**src/uolc_pkg.sv**
```systemverilog
// Overview of operation
// - Cable status bit 7 high unless A-cable
// - Line stable bit needs 1 ms unchanged lines
// - B-valid status follows bus-voltage comparator
// - B-end status follows bus-voltage comparator
// - A-valid status bit 0 follows comparator
// - Control bits 7..4 drive four line resistors
// - Control bit 3 switches bus supply on
// - Line enable honoured only with controller enabled
// - Line enable off, device mode: D+ pull-up
// - Line enable off, host enabled: both pull-downs
// - Bits 1 and 0 charge, discharge supply
// - Stall flag set on stall handshake, W1C
// - Host attach flag after 2.5 us quiet
// - Resume flag after 2.5 us K state
// - Sleep flag after 3 ms idle; activity restarts
// - Token flag set when token finishes, W1C
// - Token clear loads held status, same-cycle new status or zero
// - Frame flag on frame token or threshold
// - Error flag on any detailed error
// - Bus reset flag once per 2.5 us reset
// - Flags interrupt only when enabled
// - Change flags record cable, tick, line, voltages
package uolc_pkg;
  // ==========================================================
  // Timing
  localparam int unsigned CLK_PERIOD_NS = 10;
  localparam int unsigned NS_PER_MS = 1000000;
  localparam real QUIET_TIME_US = 2.5;
  localparam int unsigned DEBOUNCE_TIME_MS = 1;
  localparam int unsigned SLEEP_TIME_MS = 3;
  localparam int unsigned QUIET_CYC = int'($ceil(QUIET_TIME_US * 1000.0 / CLK_PERIOD_NS));
  localparam int unsigned DEBOUNCE_CYC = DEBOUNCE_TIME_MS * NS_PER_MS / CLK_PERIOD_NS;
  localparam int unsigned SLEEP_CYC = SLEEP_TIME_MS * NS_PER_MS / CLK_PERIOD_NS;
  localparam int unsigned CNT_W = 19;
  // ==========================================================
  // Register offsets (byte addresses, low byte of haddr)
  localparam logic [7:0] OFS_OTG_CHG = 8'h10;
  localparam logic [7:0] OFS_OTG_CHG_EN = 8'h14;
  localparam logic [7:0] OFS_OTG_STAT = 8'h18;
  localparam logic [7:0] OFS_OTG_CTL = 8'h1c;
  localparam logic [7:0] OFS_ISTAT = 8'h80;
  localparam logic [7:0] OFS_IEN = 8'h84;
  localparam logic [7:0] OFS_XSTAT = 8'h90;
  localparam logic [7:0] REG_RESET = 8'h00;
  localparam logic [2:0] SIZE_WORD = 3'h2;
  // ==========================================================
  // Field positions
  localparam int OTG_CABLE = 7, OTG_TICK = 6, OTG_LINE = 5;
  localparam int OTG_BSESS_VALID = 3, OTG_BSESS_END = 2, OTG_ABUS_VALID = 0;
  localparam logic [7:0] OTG_MASK = 8'hed;
  localparam int CTL_DP_UP = 7, CTL_DM_UP = 6, CTL_DP_DN = 5, CTL_DM_DN = 4;
  localparam int CTL_SUPPLY = 3, CTL_LINE_EN = 2, CTL_CHARGE = 1, CTL_DISCHARGE = 0;
  localparam int IRQ_STALL = 7, IRQ_ATTACH = 6, IRQ_RESUME = 5, IRQ_SLEEP = 4;
  localparam int IRQ_TOKEN = 3, IRQ_FRAME = 2, IRQ_ERROR = 1, IRQ_BUS_RESET = 0;
  localparam logic [7:0] IRQ_W1C_MASK = 8'hc8;
  localparam logic [7:0] IRQ_RW_MASK = 8'h37;
  // ==========================================================
  // Carriers
  typedef struct packed {
    logic j;
    logic se0;
  } uolc_line_t;
  localparam uolc_line_t LINE_IDLE = '{j: 1'b1, se0: 1'b0};
  typedef struct packed {
    logic b_session_valid;
    logic b_session_end;
    logic a_bus_valid;
  } uolc_vbus_t;
  typedef struct packed {
    logic stall;
    logic token_complete;
    logic frame_rx;
    logic frame_threshold;
    logic error;
  } uolc_evt_t;
  typedef struct packed {
    logic dplus_pullup;
    logic dminus_pullup;
    logic dplus_pulldown;
    logic dminus_pulldown;
    logic supply_switch;
    logic supply_charge;
    logic supply_discharge;
  } uolc_pad_t;
endpackage

```
**src/uolc_top.sv**
```systemverilog
`timescale 1ns/1ps
`default_nettype none
module uolc_top
  import uolc_pkg::*;
#(
  parameter int unsigned DEBOUNCE_CYCLES = DEBOUNCE_CYC,
  parameter int unsigned SLEEP_CYCLES = SLEEP_CYC
) (
  // Clock and reset
  input wire logic hclk,
  input wire logic hresetn,
  // AHB-Lite slave
  input wire logic hsel,
  input wire logic [31:0] haddr,
  input wire logic [1:0] htrans,
  input wire logic hwrite,
  input wire logic [2:0] hsize,
  input wire logic hready,
  input wire logic [31:0] hwdata,
  output logic [31:0] hrdata,
  output logic hreadyout,
  output logic hresp,
  // Cable and comparators
  input wire logic cable_type,
  input wire uolc_line_t line,
  input wire uolc_vbus_t vbus,
  // Controller side
  input wire logic ctrl_enable,
  input wire logic host_mode,
  input wire uolc_evt_t evt,
  input wire logic [7:0] token_status,
  // Pad controls and interrupts
  output uolc_pad_t pads,
  output logic usb_irq,
  output logic otg_irq
);
  // ==========================================================
  // Counter limits
  localparam logic [CNT_W-1:0] QUIET_LAST = CNT_W'(QUIET_CYC - 1);
  localparam logic [CNT_W-1:0] DEB_LAST = CNT_W'(DEBOUNCE_CYCLES - 1);
  localparam logic [CNT_W-1:0] DEB_FULL = CNT_W'(DEBOUNCE_CYCLES);
  localparam logic [CNT_W-1:0] SLEEP_LAST = CNT_W'(SLEEP_CYCLES - 1);
  localparam logic [CNT_W-1:0] SLEEP_FULL = CNT_W'(SLEEP_CYCLES);
  localparam logic [CNT_W-1:0] CNT_ZERO = '0;
  localparam logic [CNT_W-1:0] CNT_ONE = CNT_W'(1);

  uolc_line_t line_q; // Line value one cycle ago
  uolc_line_t stable_val; // Last debounced line value
  logic [CNT_W-1:0] quiet_cnt; // Cycles since last line change
  logic [CNT_W-1:0] sleep_cnt; // Cycles of continuous idle
  logic [CNT_W-1:0] tick_cnt; // Free-running millisecond divider
  logic tick_phase; // Toggles every millisecond
  logic line_chg, quiet_hit, deb_hit, sleep_hit, tick;
  logic line_k, line_idle, line_stable;
  logic attach_hit, resume_hit, reset_hit;
  logic [7:0] otg_stat; // Snapshot of line and voltage status
  logic [7:0] otg_chg; // Change flags, write one to clear
  logic [7:0] otg_chg_en; // Change flag enables
  logic [7:0] otg_ctl; // Line resistor and supply controls
  logic [7:0] istat; // Main event flags
  logic [7:0] ien; // Main event enables
  logic [7:0] xstat; // Presented transaction status
  logic [7:0] hold; // Queued transaction status
  logic hold_valid;
  logic [7:0] next_istat, next_otg_chg, istat_set, otg_set, next_rdata;
  logic wr_pend; // Write data phase in progress
  logic [7:0] wr_off;
  logic [7:0] wdata;
  logic wr_istat, token_complete_clr, token_complete_set, line_en_eff;
  uolc_pad_t next_pads;

  // ==========================================================
  // Line activity detection
  assign line_chg = (line != line_q);
  assign line_k = !line.j && !line.se0;
  assign line_idle = line.j && !line.se0;
  assign quiet_hit = !line_chg && (quiet_cnt == QUIET_LAST);
  assign deb_hit = !line_chg && (quiet_cnt == DEB_LAST);
  assign line_stable = (quiet_cnt == DEB_FULL);
  assign sleep_hit = line_idle && !line_chg && (sleep_cnt == SLEEP_LAST);
  assign tick = (tick_cnt == DEB_LAST);
  // A single quiet count serves attach, resume and reset; each fires once per steady stretch
  assign attach_hit = host_mode && quiet_hit && !line.se0;
  assign resume_hit = quiet_hit && line_k;
  assign reset_hit = quiet_hit && line.se0;

  // Previous line sample
  always_ff @(posedge hclk or negedge hresetn) begin
    if (!hresetn) begin
      line_q <= LINE_IDLE; // Idle J, so leaving reset is not taken for line activity
    end else begin
      line_q <= line;
    end
  end

  // Quiet counter, saturates at the debounce interval
  always_ff @(posedge hclk or negedge hresetn) begin
    if (!hresetn) begin
      quiet_cnt <= CNT_ZERO;
    end else if (line_chg) begin
      quiet_cnt <= CNT_ZERO;
    end else if (quiet_cnt != DEB_FULL) begin
      quiet_cnt <= quiet_cnt + CNT_ONE;
    end
  end

  // Idle timer; any activity or non-idle state restarts it
  always_ff @(posedge hclk or negedge hresetn) begin
    if (!hresetn) begin
      sleep_cnt <= CNT_ZERO;
    end else if (line_chg || !line_idle) begin
      sleep_cnt <= CNT_ZERO;
    end else if (sleep_cnt != SLEEP_FULL) begin
      sleep_cnt <= sleep_cnt + CNT_ONE;
    end
  end

  // Millisecond divider
  always_ff @(posedge hclk or negedge hresetn) begin
    if (!hresetn) begin
      tick_cnt <= CNT_ZERO;
      tick_phase <= 1'b0;
    end else if (tick) begin
      tick_cnt <= CNT_ZERO;
      tick_phase <= !tick_phase;
    end else begin
      tick_cnt <= tick_cnt + CNT_ONE;
    end
  end

  // Last debounced value, to spot a genuinely new line state
  always_ff @(posedge hclk or negedge hresetn) begin
    if (!hresetn) begin
      stable_val <= LINE_IDLE; // Idle J, so the first debounce flags no false change
    end else if (deb_hit) begin
      stable_val <= line;
    end
  end

  // ==========================================================
  // Line and voltage status snapshot
  always_ff @(posedge hclk or negedge hresetn) begin
    if (!hresetn) begin
      otg_stat <= REG_RESET;
    end else begin
      otg_stat <= REG_RESET;
      otg_stat[OTG_CABLE] <= cable_type;
      otg_stat[OTG_TICK] <= tick_phase;
      otg_stat[OTG_LINE] <= line_stable;
      otg_stat[OTG_BSESS_VALID] <= vbus.b_session_valid;
      otg_stat[OTG_BSESS_END] <= vbus.b_session_end;
      otg_stat[OTG_ABUS_VALID] <= vbus.a_bus_valid;
    end
  end

  // Cable and voltage events compare live inputs with the snapshot; tick and debounced line events do not
  always_comb begin
    otg_set = REG_RESET;
    otg_set[OTG_CABLE] = cable_type ^ otg_stat[OTG_CABLE];
    otg_set[OTG_TICK] = tick;
    otg_set[OTG_LINE] = deb_hit && (line != stable_val);
    otg_set[OTG_BSESS_VALID] = vbus.b_session_valid ^ otg_stat[OTG_BSESS_VALID];
    otg_set[OTG_BSESS_END] = vbus.b_session_end ^ otg_stat[OTG_BSESS_END];
    otg_set[OTG_ABUS_VALID] = vbus.a_bus_valid ^ otg_stat[OTG_ABUS_VALID];
  end

  // ==========================================================
  // AHB-Lite slave: zero wait states, always OKAY
  assign hreadyout = 1'b1;
  assign hresp = 1'b0;
  assign wdata = hwdata[7:0];
  assign wr_istat = wr_pend && (wr_off == OFS_ISTAT);

  // Address phase capture; only aligned word accesses in the low page decode
  always_ff @(posedge hclk or negedge hresetn) begin
    if (!hresetn) begin
      wr_pend <= 1'b0;
      wr_off <= REG_RESET;
    end else if (hready) begin
      wr_pend <= hsel && htrans[1] && hwrite && (hsize == SIZE_WORD) && (haddr[31:8] == '0);
      wr_off <= haddr[7:0];
    end
  end

  // Read mux; unmapped offsets read zero
  always_comb begin
    next_rdata = REG_RESET;
    unique case (haddr[7:0])
      OFS_OTG_CHG: next_rdata = otg_chg;
      OFS_OTG_CHG_EN: next_rdata = otg_chg_en;
      OFS_OTG_STAT: next_rdata = otg_stat;
      OFS_OTG_CTL: next_rdata = otg_ctl;
      OFS_ISTAT: next_rdata = istat;
      OFS_IEN: next_rdata = ien;
      OFS_XSTAT: next_rdata = xstat;
      default: next_rdata = REG_RESET;
    endcase
    if (haddr[31:8] != '0 || hsize != SIZE_WORD) begin
      next_rdata = REG_RESET;
    end
  end

  // Read data registered at the address phase, valid through the data phase
  always_ff @(posedge hclk or negedge hresetn) begin
    if (!hresetn) begin
      hrdata <= '0;
    end else if (hready && hsel && htrans[1] && !hwrite) begin
      hrdata <= {24'h000000, next_rdata};
    end
  end

  // Plain control and enable registers
  always_ff @(posedge hclk or negedge hresetn) begin
    if (!hresetn) begin
      otg_ctl <= REG_RESET;
      otg_chg_en <= REG_RESET;
      ien <= REG_RESET;
    end else if (wr_pend) begin
      if (wr_off == OFS_OTG_CTL) begin
        otg_ctl <= wdata & ~OTG_MASK | wdata & OTG_MASK;
      end
      if (wr_off == OFS_OTG_CHG_EN) begin
        otg_chg_en <= wdata & OTG_MASK;
      end
      if (wr_off == OFS_IEN) begin
        ien <= wdata;
      end
    end
  end

  // Change flags: write one clears, a new event in the same cycle wins
  always_comb begin
    next_otg_chg = otg_chg;
    if (wr_pend && wr_off == OFS_OTG_CHG) begin
      next_otg_chg = otg_chg & ~wdata;
    end
    next_otg_chg = (next_otg_chg | otg_set) & OTG_MASK;
  end

  always_ff @(posedge hclk or negedge hresetn) begin
    if (!hresetn) begin
      otg_chg <= REG_RESET;
    end else begin
      otg_chg <= next_otg_chg;
    end
  end

  // ==========================================================
  // Main event flags
  assign token_complete_clr = wr_istat && wdata[IRQ_TOKEN] && istat[IRQ_TOKEN];
  // A clear with a queued status re-presents the flag at once
  assign token_complete_set = evt.token_complete || (token_complete_clr && hold_valid);

  always_comb begin
    istat_set = REG_RESET;
    istat_set[IRQ_STALL] = evt.stall;
    istat_set[IRQ_ATTACH] = attach_hit;
    istat_set[IRQ_RESUME] = resume_hit;
    istat_set[IRQ_SLEEP] = sleep_hit;
    istat_set[IRQ_TOKEN] = token_complete_set;
    istat_set[IRQ_FRAME] = host_mode ? evt.frame_threshold : evt.frame_rx;
    istat_set[IRQ_ERROR] = evt.error;
    istat_set[IRQ_BUS_RESET] = reset_hit;
  end

  // Clearable bits clear on one, plain bits take the written value; hardware set wins
  always_comb begin
    next_istat = istat;
    if (wr_istat) begin
      next_istat = istat & ~(wdata & IRQ_W1C_MASK);
      next_istat = (next_istat & ~IRQ_RW_MASK) | (wdata & IRQ_RW_MASK);
    end
    next_istat = next_istat | istat_set;
  end

  always_ff @(posedge hclk or negedge hresetn) begin
    if (!hresetn) begin
      istat <= REG_RESET;
    end else begin
      istat <= next_istat;
    end
  end

  // Transaction status and its one-deep holding slot; a third queued completion is lost
  always_ff @(posedge hclk or negedge hresetn) begin
    if (!hresetn) begin
      xstat <= REG_RESET;
      hold <= REG_RESET;
      hold_valid <= 1'b0;
    end else if (token_complete_clr) begin
      if (hold_valid) begin
        xstat <= hold;
        hold <= token_status;
        hold_valid <= evt.token_complete;
      end else begin
        xstat <= evt.token_complete ? token_status : REG_RESET;
      end
    end else if (evt.token_complete) begin
      if (!istat[IRQ_TOKEN]) begin
        xstat <= token_status;
      end else if (!hold_valid) begin
        hold <= token_status;
        hold_valid <= 1'b1;
      end
    end
  end

  // ==========================================================
  // Pad control
  assign line_en_eff = ctrl_enable && otg_ctl[CTL_LINE_EN];

  always_comb begin
    next_pads = '0;
    next_pads.supply_switch = otg_ctl[CTL_SUPPLY];
    next_pads.supply_charge = otg_ctl[CTL_CHARGE];
    next_pads.supply_discharge = otg_ctl[CTL_DISCHARGE];
    if (line_en_eff) begin
      next_pads.dplus_pullup = otg_ctl[CTL_DP_UP];
      next_pads.dminus_pullup = otg_ctl[CTL_DM_UP];
      next_pads.dplus_pulldown = otg_ctl[CTL_DP_DN];
      next_pads.dminus_pulldown = otg_ctl[CTL_DM_DN];
    end else if (!host_mode) begin
      next_pads.dplus_pullup = 1'b1;
    end else if (ctrl_enable) begin
      next_pads.dplus_pulldown = 1'b1;
      next_pads.dminus_pulldown = 1'b1;
    end
  end

  // Pads and interrupt lines come from flops
  always_ff @(posedge hclk or negedge hresetn) begin
    if (!hresetn) begin
      pads <= '0;
      usb_irq <= 1'b0;
      otg_irq <= 1'b0;
    end else begin
      pads <= next_pads;
      usb_irq <= |(istat & ien);
      otg_irq <= |(otg_chg & otg_chg_en);
    end
  end
endmodule
`default_nettype wire

```
**config.mk**
```make
export PLATFORM = sky130hd
export DESIGN_NAME = uolc_top
export DESIGN_NICKNAME = d
export VERILOG_FILES = /design/src/uolc_pkg.sv /design/src/uolc_top.sv
export SDC_FILE = /design/constraint.sdc
export NUM_CORES = 1
export LEC_CHECK = 0
export BUFFER_PORTS_ARGS = -buffer_cell sky130_fd_sc_hd__clkbuf_2
export CELL_PAD_IN_SITES_DETAIL_PLACEMENT = 1
export CELL_PAD_IN_SITES_GLOBAL_PLACEMENT = 2
export CORE_MARGIN = 8
export CORE_UTILIZATION = 32
export CTS_CLUSTER_SIZE = 40
export DETAILED_ROUTE_END_ITERATION = 16
export PLACE_DENSITY = 0.74
export SLEW_MARGIN = 30
export SYNTH_ARGS = -nofsm -noshare
export SYNTH_HDL_FRONTEND = slang
export SYNTH_SLANG_ARGS = --single-unit
```
**constraint.sdc**
```tcl
create_clock -name hclk -period 1.9 [get_ports hclk]
set_clock_uncertainty 0.05 [all_clocks]
set_input_delay 0 -clock hclk [delete_from_list [all_inputs] [get_ports hclk]]
set_output_delay 0 -clock hclk [all_outputs]
set_load 0.005 [all_outputs]
```
==> impl_metrics.tcl, run 1 <==
set metrics [dict create \
    grt_pass1_vias 6985 \
    leakagePower_nw 4.29 \
    die_height_um 170 \
    drt_iter0_markers 403 \
    synthArstFlopShare 1.00 \
    critPathCaptureType "flip-flop" \
    cts_tree "yes" \
    required_ns 2.14 \
    period_needed_ns 1.90 \
    r2r_start "quiet_cnt[11]" \
    layout_commonest_cell "dfrtp_1" \
    drive_above_1_share 0.266 \
    cts.sinks 147 \
    grt_usage 0.162 \
    synth_edf_count 0 \
    rows 56 \
    drt-total-wl_um 22500 \
    max_slew_margin 0.645 \
    fillers 2649 \
    cp_max_fo 4 \
    status "finished, final reports clean" \
    placedCellCount 1171 \
    cts_buffer_depth 2 \
    drt_first_pass_iters 4 \
    layout_common_cells "143 x dfrtp_1, 85 x clkbuf_2, 62 x buf_4, 55 x nand2_1, 44 x dlygate4sd3_1" \
    synth_top_flop_cell "dfrtp_1" \
    power.density_mw_per_mm2 773 \
    clock_latency_ns 0.43 \
    netlist_area_mm2 0.00758 \
    rsz0062_at_grt "yes" \
    worstPathCellList "or4_4, or4_4, nor3_2, nor3_1" \
    synth-seq-cells 147 \
    h-tree-depth 4 \
    start_util 0.325 \
    dieArea_mm2 0.0289 \
    grt_pass1_wl_um 37100 \
    period_share 1.00 \
    ir_drop_mv 0.622 \
    cts-root-buf "clkbuf_16" \
    diodes 0 \
    startpoint "quiet_cnt[11]" \
    yosys_warnings 0 \
    netlist.area_leader.share 0.479 \
    dp_hpwl_um 16300 \
    netlist_top_cells_area "dfrtp_1 48%, mux2_2 5.8%, nand2_1 2.7%" \
    num_vias 6399 \
    worst_slew_pin_slew_ns 0.533 \
    layout.nets 1019 \
    grt_antenna_before_repair 0 \
    portBuffers 86 \
    maxCapViolations 0 \
    seq_area_mm2 0.00368 \
    max_stage_delay_ns 0.57 \
    cts_inserted_buffers 17 \
    fmax_mhz 526 \
    syn_inst 730 \
    syn_avg_cell_area_um2 10.4 \
    ios 138 \
    multi_input_comb_area_mm2 0.00368 \
    setup_viol 0 \
    drc 0 \
    yosys.cell_types.count 68 \
    yosysTopAreaCell "dfrtp_1" \
    cp_slowest_cell "or4_4" \
    hold_viol_final 0 \
    grt_start_max_net_pins 50 \
    die_width_um 170 \
    final_antenna_net_count 0 \
    whs_ns 0.0508 \
    path_class "reg2reg" \
    area_growth_syn_to_layout_pct 31.0 \
    grt_overflow 0 \
    cp-start-kind "flip-flop" \
    synth_seq_area_share 0.486 \
    core_mm2 0.0233 \
    hp-class "in2async" \
    clk_pin_slew_ns 0.06 \
    gp_congestion 0.813 \
    finalPower_w 0.00768 \
    worstPathArrival_ns 2.14 \
    wl_per_cell_um 18.0 \
    crit_top_cell "or4_4" \
    slew_viol_final 0 \
    reg2regPathDepth 4 \
    via_per_inst 5.12 \
    instances_no_fill 1250 \
]
-- metal layers --
layer	wire length, um	part of all wire	vias to the layer above	GRT usage
li1	-	-	3029	-
met1	9910	0.44	3203	0.198
met2	10900	0.48	131	0.272
met3	1030	0.046	36	0.0329
met4	643	0.029	0	0.0704
met5	0	0	-	0
-- flip-flops by register name, summed over array words and instances (netlist names), 7 cells and up --
signal	flops
xstat	8
otg_ctl	8
ien	8
istat	8
wr_off	8
tick_cnt	19
quiet_cnt	19
sleep_cnt	19
hold	8
pads	7
hrdata	8
-- worst max-delay path: cells and delay by family, from the launching register on --
| family | cells | cell delay (ns) |
|---|---|---|
| DFF | 1 | 0.37 |
| and+or+nand+nor | 4 | 1.35 |
-- final timing paths --
path / endpoint / slack (ns)
max: quiet_cnt[0] / 0.0005
min: sleep_cnt[17] / 0.05
max reg2reg: quiet_cnt[0] / 0.0005
min reg2reg: otg_stat[6] / 0.36
max in group asynchronous: wr_off[7] / 1.16
min in group hclk: hrdata[4] / 0.12
-- stage by stage --
stage          utilization  instance area [um^2]  setup WS [ns]  setup TNS (ns)
5_1_grt              0.425                  9920        -0.0659          -0.268
6_report             0.425                  9920       0.000544               0
4_1_cts              0.423                  9860        -0.0290         -0.0368
3_3_place_gp         0.376                  8760       -0.00306        -0.00306
3_5_place_dp         0.376                  8760        -0.0222         -0.0387
2_1_floorplan            -                  7680         0.0133               0
-- cells by family after synthesis --
family,count (synthesis),synth area share
other cells,2,0.000991
compound gates,122,0.110
fa+ha+maj,6,0.00991
simple gates,286,0.215
buf+inv,68,0.0474
flops,147,0.486
mux,58,0.0836
xor+xnor,41,0.0474
-- cell type report --
class	count	share of cell area
multi-input cells	539	0.371
inverters	15	0.00567
flip-flops and latches	147	0.371
clock inverters	13	0.0207
clock buffers	19	0.0446
repair buffers	198	0.146
well taps	319	0.0402
-- what timing repair did --
| action | in CTS | in global routing |
|---|---|---|
| hold buffers | 44 | 0 |
| endpoints found under the setup margin | 10 | 21 |
| gates resized for setup | 2 | 11 |
| hold endpoints to repair | 221 | 0 |
| setup buffers | 0 | 3 |
| pin swaps | 0 | 4 |
| cloned | 0 | 0 |
-- report_power, final --
| group | total (W) | internal [W] | leakage [nW] | switching [W] |
|---|---|---|---|---|
| combinational | 0.000615 | 0.000293 | 2.13 | 0.000322 |
| clock | 0.00372 | 0.00236 | 0.309 | 0.00136 |
| sequential | 0.00334 | 0.00324 | 1.84 | 0.0000997 |
| total | 0.00768 | 0.00590 | 4.29 | 0.00178 |
-- synth_stat cells (18+ instances only) --
master	instances
a21oi_1	19
buf_4	26
clkbuf_1	18
dfrtp_1	145
mux2_2	39
nand2_1	55
nand3_1	38
nand4_1	24
nor2_1	41
nor3_1	19
o21ai_0	25
xnor2_1	22
xor2_1	19
Power figures use the tool's default switching activity.
==> run 2: changes to the inputs <==
--- a/config.mk
+++ b/config.mk
@@ -9,10 +9,10 @@
 export CELL_PAD_IN_SITES_DETAIL_PLACEMENT = 1
 export CELL_PAD_IN_SITES_GLOBAL_PLACEMENT = 2
 export CORE_MARGIN = 8
-export CORE_UTILIZATION = 32
+export CORE_UTILIZATION = 38
 export CTS_CLUSTER_SIZE = 40
 export DETAILED_ROUTE_END_ITERATION = 16
-export PLACE_DENSITY = 0.74
+export PLACE_DENSITY = 0.83
 export SLEW_MARGIN = 30
 export SYNTH_ARGS = -nofsm -noshare
 export SYNTH_HDL_FRONTEND = slang
==> constraint.sdc (replaced) <==
create_clock -name hclk -period 2.25 [get_ports hclk]
set_clock_uncertainty 0.05 [all_clocks]
set_input_delay 0 -clock hclk [delete_from_list [all_inputs] [get_ports hclk]]
set_output_delay 0 -clock hclk [all_outputs]
set_load 0.005 [all_outputs]
==> impl_metrics.tcl, run 2 (synthesis results as in run 1) <==
set metrics [dict create \
    max_stage_delay_ns 0.57 \
    cp_slowest_cell "or4_4" \
    place_area_mm2 0.00832 \
    reg2regPathDepth 4 \
    clock_latency_ns 0.43 \
    drc 0 \
    cts_tree "yes" \
    ir_drop_mv 0.644 \
    slew_viol_final 0 \
    die_height_um 157 \
    maxCapViolations 0 \
    power.density_mw_per_mm2 661 \
    layout_commonest_cell "dfrtp_1" \
    clk_pin_slew_ns 0.06 \
    p_sw_w 0.00146 \
    status "finished, final reports clean" \
    r2r_end "stable_val[0]" \
    start_util 0.388 \
    cp-start-kind "flip-flop" \
    worstPathCellList "or4_4, nor4_2, nand4_1, mux2_1" \
    fmax_mhz 474 \
    wl_per_cell_um 19.6 \
    crit_end "stable_val[0]" \
    stdcell_area_mm2 0.00932 \
    cts.sinks 147 \
    pwr-share-comb 0.079 \
    r2r_start "quiet_cnt[11]" \
    setup_viol 0 \
    largestRegisters "quiet_cnt: 19 flops, sleep_cnt: 19 flops, tick_cnt: 19 flops" \
    portBuffers 86 \
    finalPower_w 0.00616 \
    startpoint "quiet_cnt[11]" \
    area_growth_syn_to_layout_pct 23.0 \
    layout_common_cells "145 x dfrtp_1, 85 x clkbuf_2, 55 x nand2_1, 41 x nor2_1, 41 x dlygate4sd3_1" \
    layout.nets 973 \
    hold_viol_final 0 \
    grt_overflow 0 \
    power_frac_clock 0.464 \
    worst_slew_pin_slew_ns 0.745 \
    worstPathArrival_ns 2.37 \
    via_per_inst 5.47 \
    drt_first_pass_iters 4 \
    path_class "reg2reg" \
    cts-root-buf "clkbuf_16" \
    final_antenna_net_count 0 \
    hp-class "in2reg" \
    placedCellCount 1077 \
    grt_antenna_before_repair 0 \
    critPathCaptureType "flip-flop" \
    die_width_um 157 \
    drt_iter0_markers 354 \
    netSwitchingFraction 0.238 \
    instances_no_fill 1150 \
    cp_max_fo 5 \
    drive_above_1_share 0.223 \
    required_ns 2.50 \
    num_vias 6287 \
    p_seq_frac 0.458 \
    drt-total-wl_um 22600 \
    dieArea_mm2 0.0247 \
    diodes 0 \
    post_cts_buffers 0 \
    grt_usage 0.189 \
    grt_start_max_net_pins 79 \
    rsz0062_at_grt "no" \
    max_slew_margin 0.503 \
    grt_pass1_wl_um 36900 \
    p_int_w 0.00469 \
    rows 51 \
    ios 138 \
    dp_hpwl_um 16000 \
    h-tree-depth 4 \
    gp_congestion 0.837 \
    cts_buffer_depth 2 \
    period_needed_ns 2.11 \
    period_share 0.938 \
    grt_pass1_vias 6997 \
    ff2ff_setup_slack_ns 0.14 \
    leakagePower_nw 4.01 \
    setup_tns_ns 0 \
    cts_inserted_buffers 17 \
    core_mm2 0.0195 \
    final_core_util 0.477 \
]
run 2: changes by cell type in the layout (fill, tap and decap cells not counted), moves of 3 or more:
cell | previous run | this run
clkbuf_8 | 1 | 4
buf_12 | 5 | 0
dlygate4sd3_1 | 44 | 41
clkinv_2 | 3 | 6
bufinv_16 | 5 | 2
buf_4 | 62 | 25
run 2: per-layer routing:
metal / vias up / wire length [um] / global-route usage / part of all wire
li1: 2925 / - / - / -
met1: 3173 / 9360 / 0.214 / 0.41
met2: 150 / 11400 / 0.332 / 0.51
met3: 39 / 1080 / 0.0436 / 0.048
met4: 0 / 713 / 0.0884 / 0.032
met5: - / 0 / 0 / 0
run 2: worst min-delay path by stage:
| stage | startpoint | to | depth (start not counted) |
|---|---|---|---|
| detailed placement | hresetn | pads[1] | 1 |
| global route | hready | wr_off[4] | 2 |
| floorplan | hresetn | hold[0] | 0 |
| finish | hready | wr_off[4] | 2 |
| global placement | hresetn | pads[1] | 1 |
| CTS | hready | wr_off[6] | 2 |
run 2: per-stage QoR:
stage	worst slack, ns	hold slack [ns]
6_report	0.139	0.0147
5_1_grt	0.00621	0.0285
4_1_cts	0.114	0.000864
3_5_place_dp	0.122	0.0464
3_3_place_gp	0.194	0.0308
2_1_floorplan	0.322	-0.346
run 2: worst max-delay path: cells and delay by family, from the launching register on:
family	cells	cell delay [ns]
mux	1	0.35
simple gates	3	1.18
flops	1	0.42
run 2: timing repair:
action | 4_1_cts | 5_1_grt
hold endpoints to repair | 142 | 0
setup endpoints to repair | 0 | 1
resized for setup | 0 | 1
hold buffers | 41 | 0
run 2: final cells by class:
type | instances | area, um^2
repair buffers | 152 | 1030
fillers | 2194 | 10200
inverters | 15 | 56.3
multi-input cells | 539 | 3630
clock buffers | 22 | 484
clock inverters | 10 | 105
well taps | 265 | 332
flip-flops and latches | 147 | 3680
run 2: power groups by stage:
stage               sequential [W]  clock, W  combinational (W)
finish                     0.00282   0.00285           0.000484
global route               0.00283   0.00301           0.000538
CTS                        0.00282   0.00291           0.000488
detailed placement         0.00286         0           0.000427
global placement           0.00286         0           0.000406
floorplan                  0.00283         0           0.000241
==> run 3: changes to the inputs <==
--- a/config.mk
+++ b/config.mk
@@ -5,14 +5,15 @@
 export SDC_FILE = /design/constraint.sdc
 export NUM_CORES = 1
 export LEC_CHECK = 0
+export ABC_AREA = 1
 export BUFFER_PORTS_ARGS = -buffer_cell sky130_fd_sc_hd__clkbuf_2
 export CELL_PAD_IN_SITES_DETAIL_PLACEMENT = 1
 export CELL_PAD_IN_SITES_GLOBAL_PLACEMENT = 2
 export CORE_MARGIN = 8
-export CORE_UTILIZATION = 38
+export CORE_UTILIZATION = 35
 export CTS_CLUSTER_SIZE = 40
 export DETAILED_ROUTE_END_ITERATION = 16
-export PLACE_DENSITY = 0.83
+export PLACE_DENSITY = 0.84
 export SLEW_MARGIN = 30
 export SYNTH_ARGS = -nofsm -noshare
 export SYNTH_HDL_FRONTEND = slang
==> impl_metrics.tcl, run 3 <==
set metrics [dict create \
    status "finished, final reports clean" \
    drt_first_pass_iters 4 \
    grt_start_max_net_pins 48 \
    yosys_warnings 0 \
    synth_mux_area_frac 0 \
    synth_compound_area_frac 0.0707 \
    max_slew_margin 0.567 \
    place_area_mm2 0.00859 \
    netlist_top_cells_area "dfrtp_1 46%, nand2_1 14%, nand3_1 6.6%" \
    clk_pin_slew_ns 0.06 \
    worst_slew_pin_slew_ns 0.649 \
    syn_inst 1041 \
    diodes 0 \
    post_cts_buffers 0 \
    netlist.area_leader.share 0.460 \
    worstPathArrival_ns 2.28 \
    required_ns 2.50 \
    portBuffers 86 \
    gp_congestion 0.794 \
    grt_antenna_before_repair 0 \
    r2r_end "istat[1]" \
    layout_common_cells "292 x nand2_1, 145 x dfrtp_1, 118 x nor2_1, 109 x inv_1, 104 x nand3_1" \
    synth_top_family_by_area "simple AND/OR/NAND/NOR gates" \
    startpoint "wr_off[2]" \
    cts.sinks 147 \
    max_stage_delay_ns 0.56 \
    layout.nets 1293 \
    synth_seq_area_share 0.466 \
    cp_slowest_cell "dlygate4sd3_1" \
    ff2ff_setup_slack_ns 0.23 \
    synth_fa_ha_area_frac 0.00951 \
    synth_top_flop_cell "dfrtp_1" \
    crit_end "istat[1]" \
    start_util 0.353 \
    grt_usage 0.172 \
    fmax_mhz 494 \
    cp_max_fo 7 \
    yosysMostFrequentCell "nand2_1" \
    yosysTopAreaCell "dfrtp_1" \
    synthArstFlopShare 1.00 \
    cts_tree "yes" \
    rows 55 \
    drc 0 \
    dieArea_mm2 0.0276 \
    hp-class "in2reg" \
    wl_per_cell_um 15.4 \
    critPathTopFamily "buffers and inverters" \
    drive_above_1_share 0.131 \
    drt_iter0_markers 332 \
    final_antenna_net_count 0 \
    slew_viol_final 0 \
    setup_tns_ns 0 \
    ios 138 \
    r2r_start "wr_off[2]" \
    grt_pass1_vias 7707 \
    die_width_um 166 \
    clock_latency_ns 0.42 \
    final_core_util 0.436 \
    largestRegisters "quiet_cnt: 19 flops, sleep_cnt: 19 flops, tick_cnt: 19 flops" \
    cts-root-buf "clkbuf_16" \
    synth_common_cells "292 x nand2_1, 145 x dfrtp_1, 118 x nor2_1" \
    synth-simple-area-share 0.340 \
    cts_inserted_buffers 17 \
    maxCapViolations 0 \
    stdcell_area_mm2 0.00976 \
    hold_viol_final 0 \
    power.density_mw_per_mm2 631 \
    crit_top_cell "inv_1" \
    drt-total-wl_um 23000 \
    syn_avg_cell_area_um2 7.59 \
    grt_overflow 0 \
    leakagePower_nw 4.84 \
    num_vias 7157 \
    rsz0062_at_grt "no" \
    cts_buffer_depth 2 \
    h-tree-depth 4 \
    crit_buf_inv 3 \
    yosys.cell_types.count 42 \
    dp_hpwl_um 16700 \
    netlist_area_mm2 0.00790 \
    period_share 0.899 \
    via_per_inst 4.80 \
    synth_xor_area_frac 0.0222 \
    setup_viol 0 \
    ir_drop_mv 0.488 \
    worstPathCellList "inv_1, nand4_2, inv_1, nand2_1, a21oi_1, o21ai_0, dlygate4sd3_1" \
    cp_num_cells 7 \
    cp-start-kind "flip-flop" \
    die_height_um 166 \
    path_class "reg2reg" \
    synth_edf_count 0 \
    layout_commonest_cell "nand2_1" \
    period_needed_ns 2.02 \
    grt_pass1_wl_um 39200 \
    synth-seq-cells 147 \
    area_growth_syn_to_layout_pct 23.6 \
    reg2regPathDepth 7 \
    core_mm2 0.0224 \
    critPathCaptureType "flip-flop" \
]
-- run 3: worst register-to-register path, delay by kind of cell (launching register included) --
| kind | cells | cell delay (ns) |
|---|---|---|
| AND/OR/NAND/NOR | 2 | 0.41 |
| flip-flops | 1 | 0.36 |
| AO/OA/AOI/OAI | 2 | 0.28 |
| buffers and inverters | 3 | 0.80 |
-- run 3: worst min path at each step --
stage	cells past startpoint	endpoint	slack (ns)	start
floorplan	0	hold[0]	-0.35	hresetn
global placement	1	sleep_cnt[14]	-0.10	hresetn
detailed placement	1	sleep_cnt[14]	-0.10	hresetn
CTS	3	wr_off[3]	0.0008	hready
global route	2	wr_off[1]	0.03	hready
finish	3	wr_off[3]	0.008	hready
-- run 3: final cells by class --
cell class                      count  area [um^2]
Timing Repair Buffer              152         1080
Sequential cell                   147         3680
Clock buffer                       21          460
Multi-Input combinational cell    758         3590
Tap cell                          285          357
Fill cell                        2759        12600
Inverter                          116          435
Clock inverter                     11          149
-- run 3: power by group --
| part | switching [W] | internal (W) | leakage (nW) |
|---|---|---|---|
| sequential | 0.0000395 | 0.00271 | 1.78 |
| clock | 0.00114 | 0.00181 | 0.290 |
| combinational | 0.000265 | 0.000186 | 2.77 |
-- run 3: cells by family (layout without fill, tap and decap cells) --
kind of cell	count (synthesis)	after routing
buffers and inverters	160	300
flip-flops	147	147
adder cells (fa/ha/maj)	6	6
AND/OR/NAND/NOR	603	603
other	2	26
XOR/XNOR	20	20
AO/OA/AOI/OAI	103	103
-- run 3: per-stage QoR --
| step | power, W | instances | hold WS (ns) | worst slack, ns |
|---|---|---|---|---|
| after detailed placement | 0.00318 | 1403 | -0.102 | 0.419 |
| after floorplan | 0.00300 | 1065 | -0.346 | 0.758 |
| after CTS | 0.00625 | 1491 | 0.000840 | 0.0257 |
| after global placement | 0.00317 | 1403 | -0.104 | 0.467 |
| final | 0.00615 | 1490 | 0.00836 | 0.227 |
| after global routing | 0.00640 | 1490 | 0.0320 | 0.124 |
-- run 3: layer usage --
layer / part of all wire / vias up / global-route usage
met5: 0 / - / 0
met4: 0.015 / 0 / 0.0427
met3: 0.032 / 22 / 0.0373
met2: 0.49 / 114 / 0.296
met1: 0.47 / 3396 / 0.217
li1: - / 3625 / -
-- run 3: timing repair --
item                                   in CTS  in global routing
setup endpoints to repair                   0                  1
hold buffers                               56                  0
gates resized for setup                     0                  1
endpoints found under the hold margin     224                  0
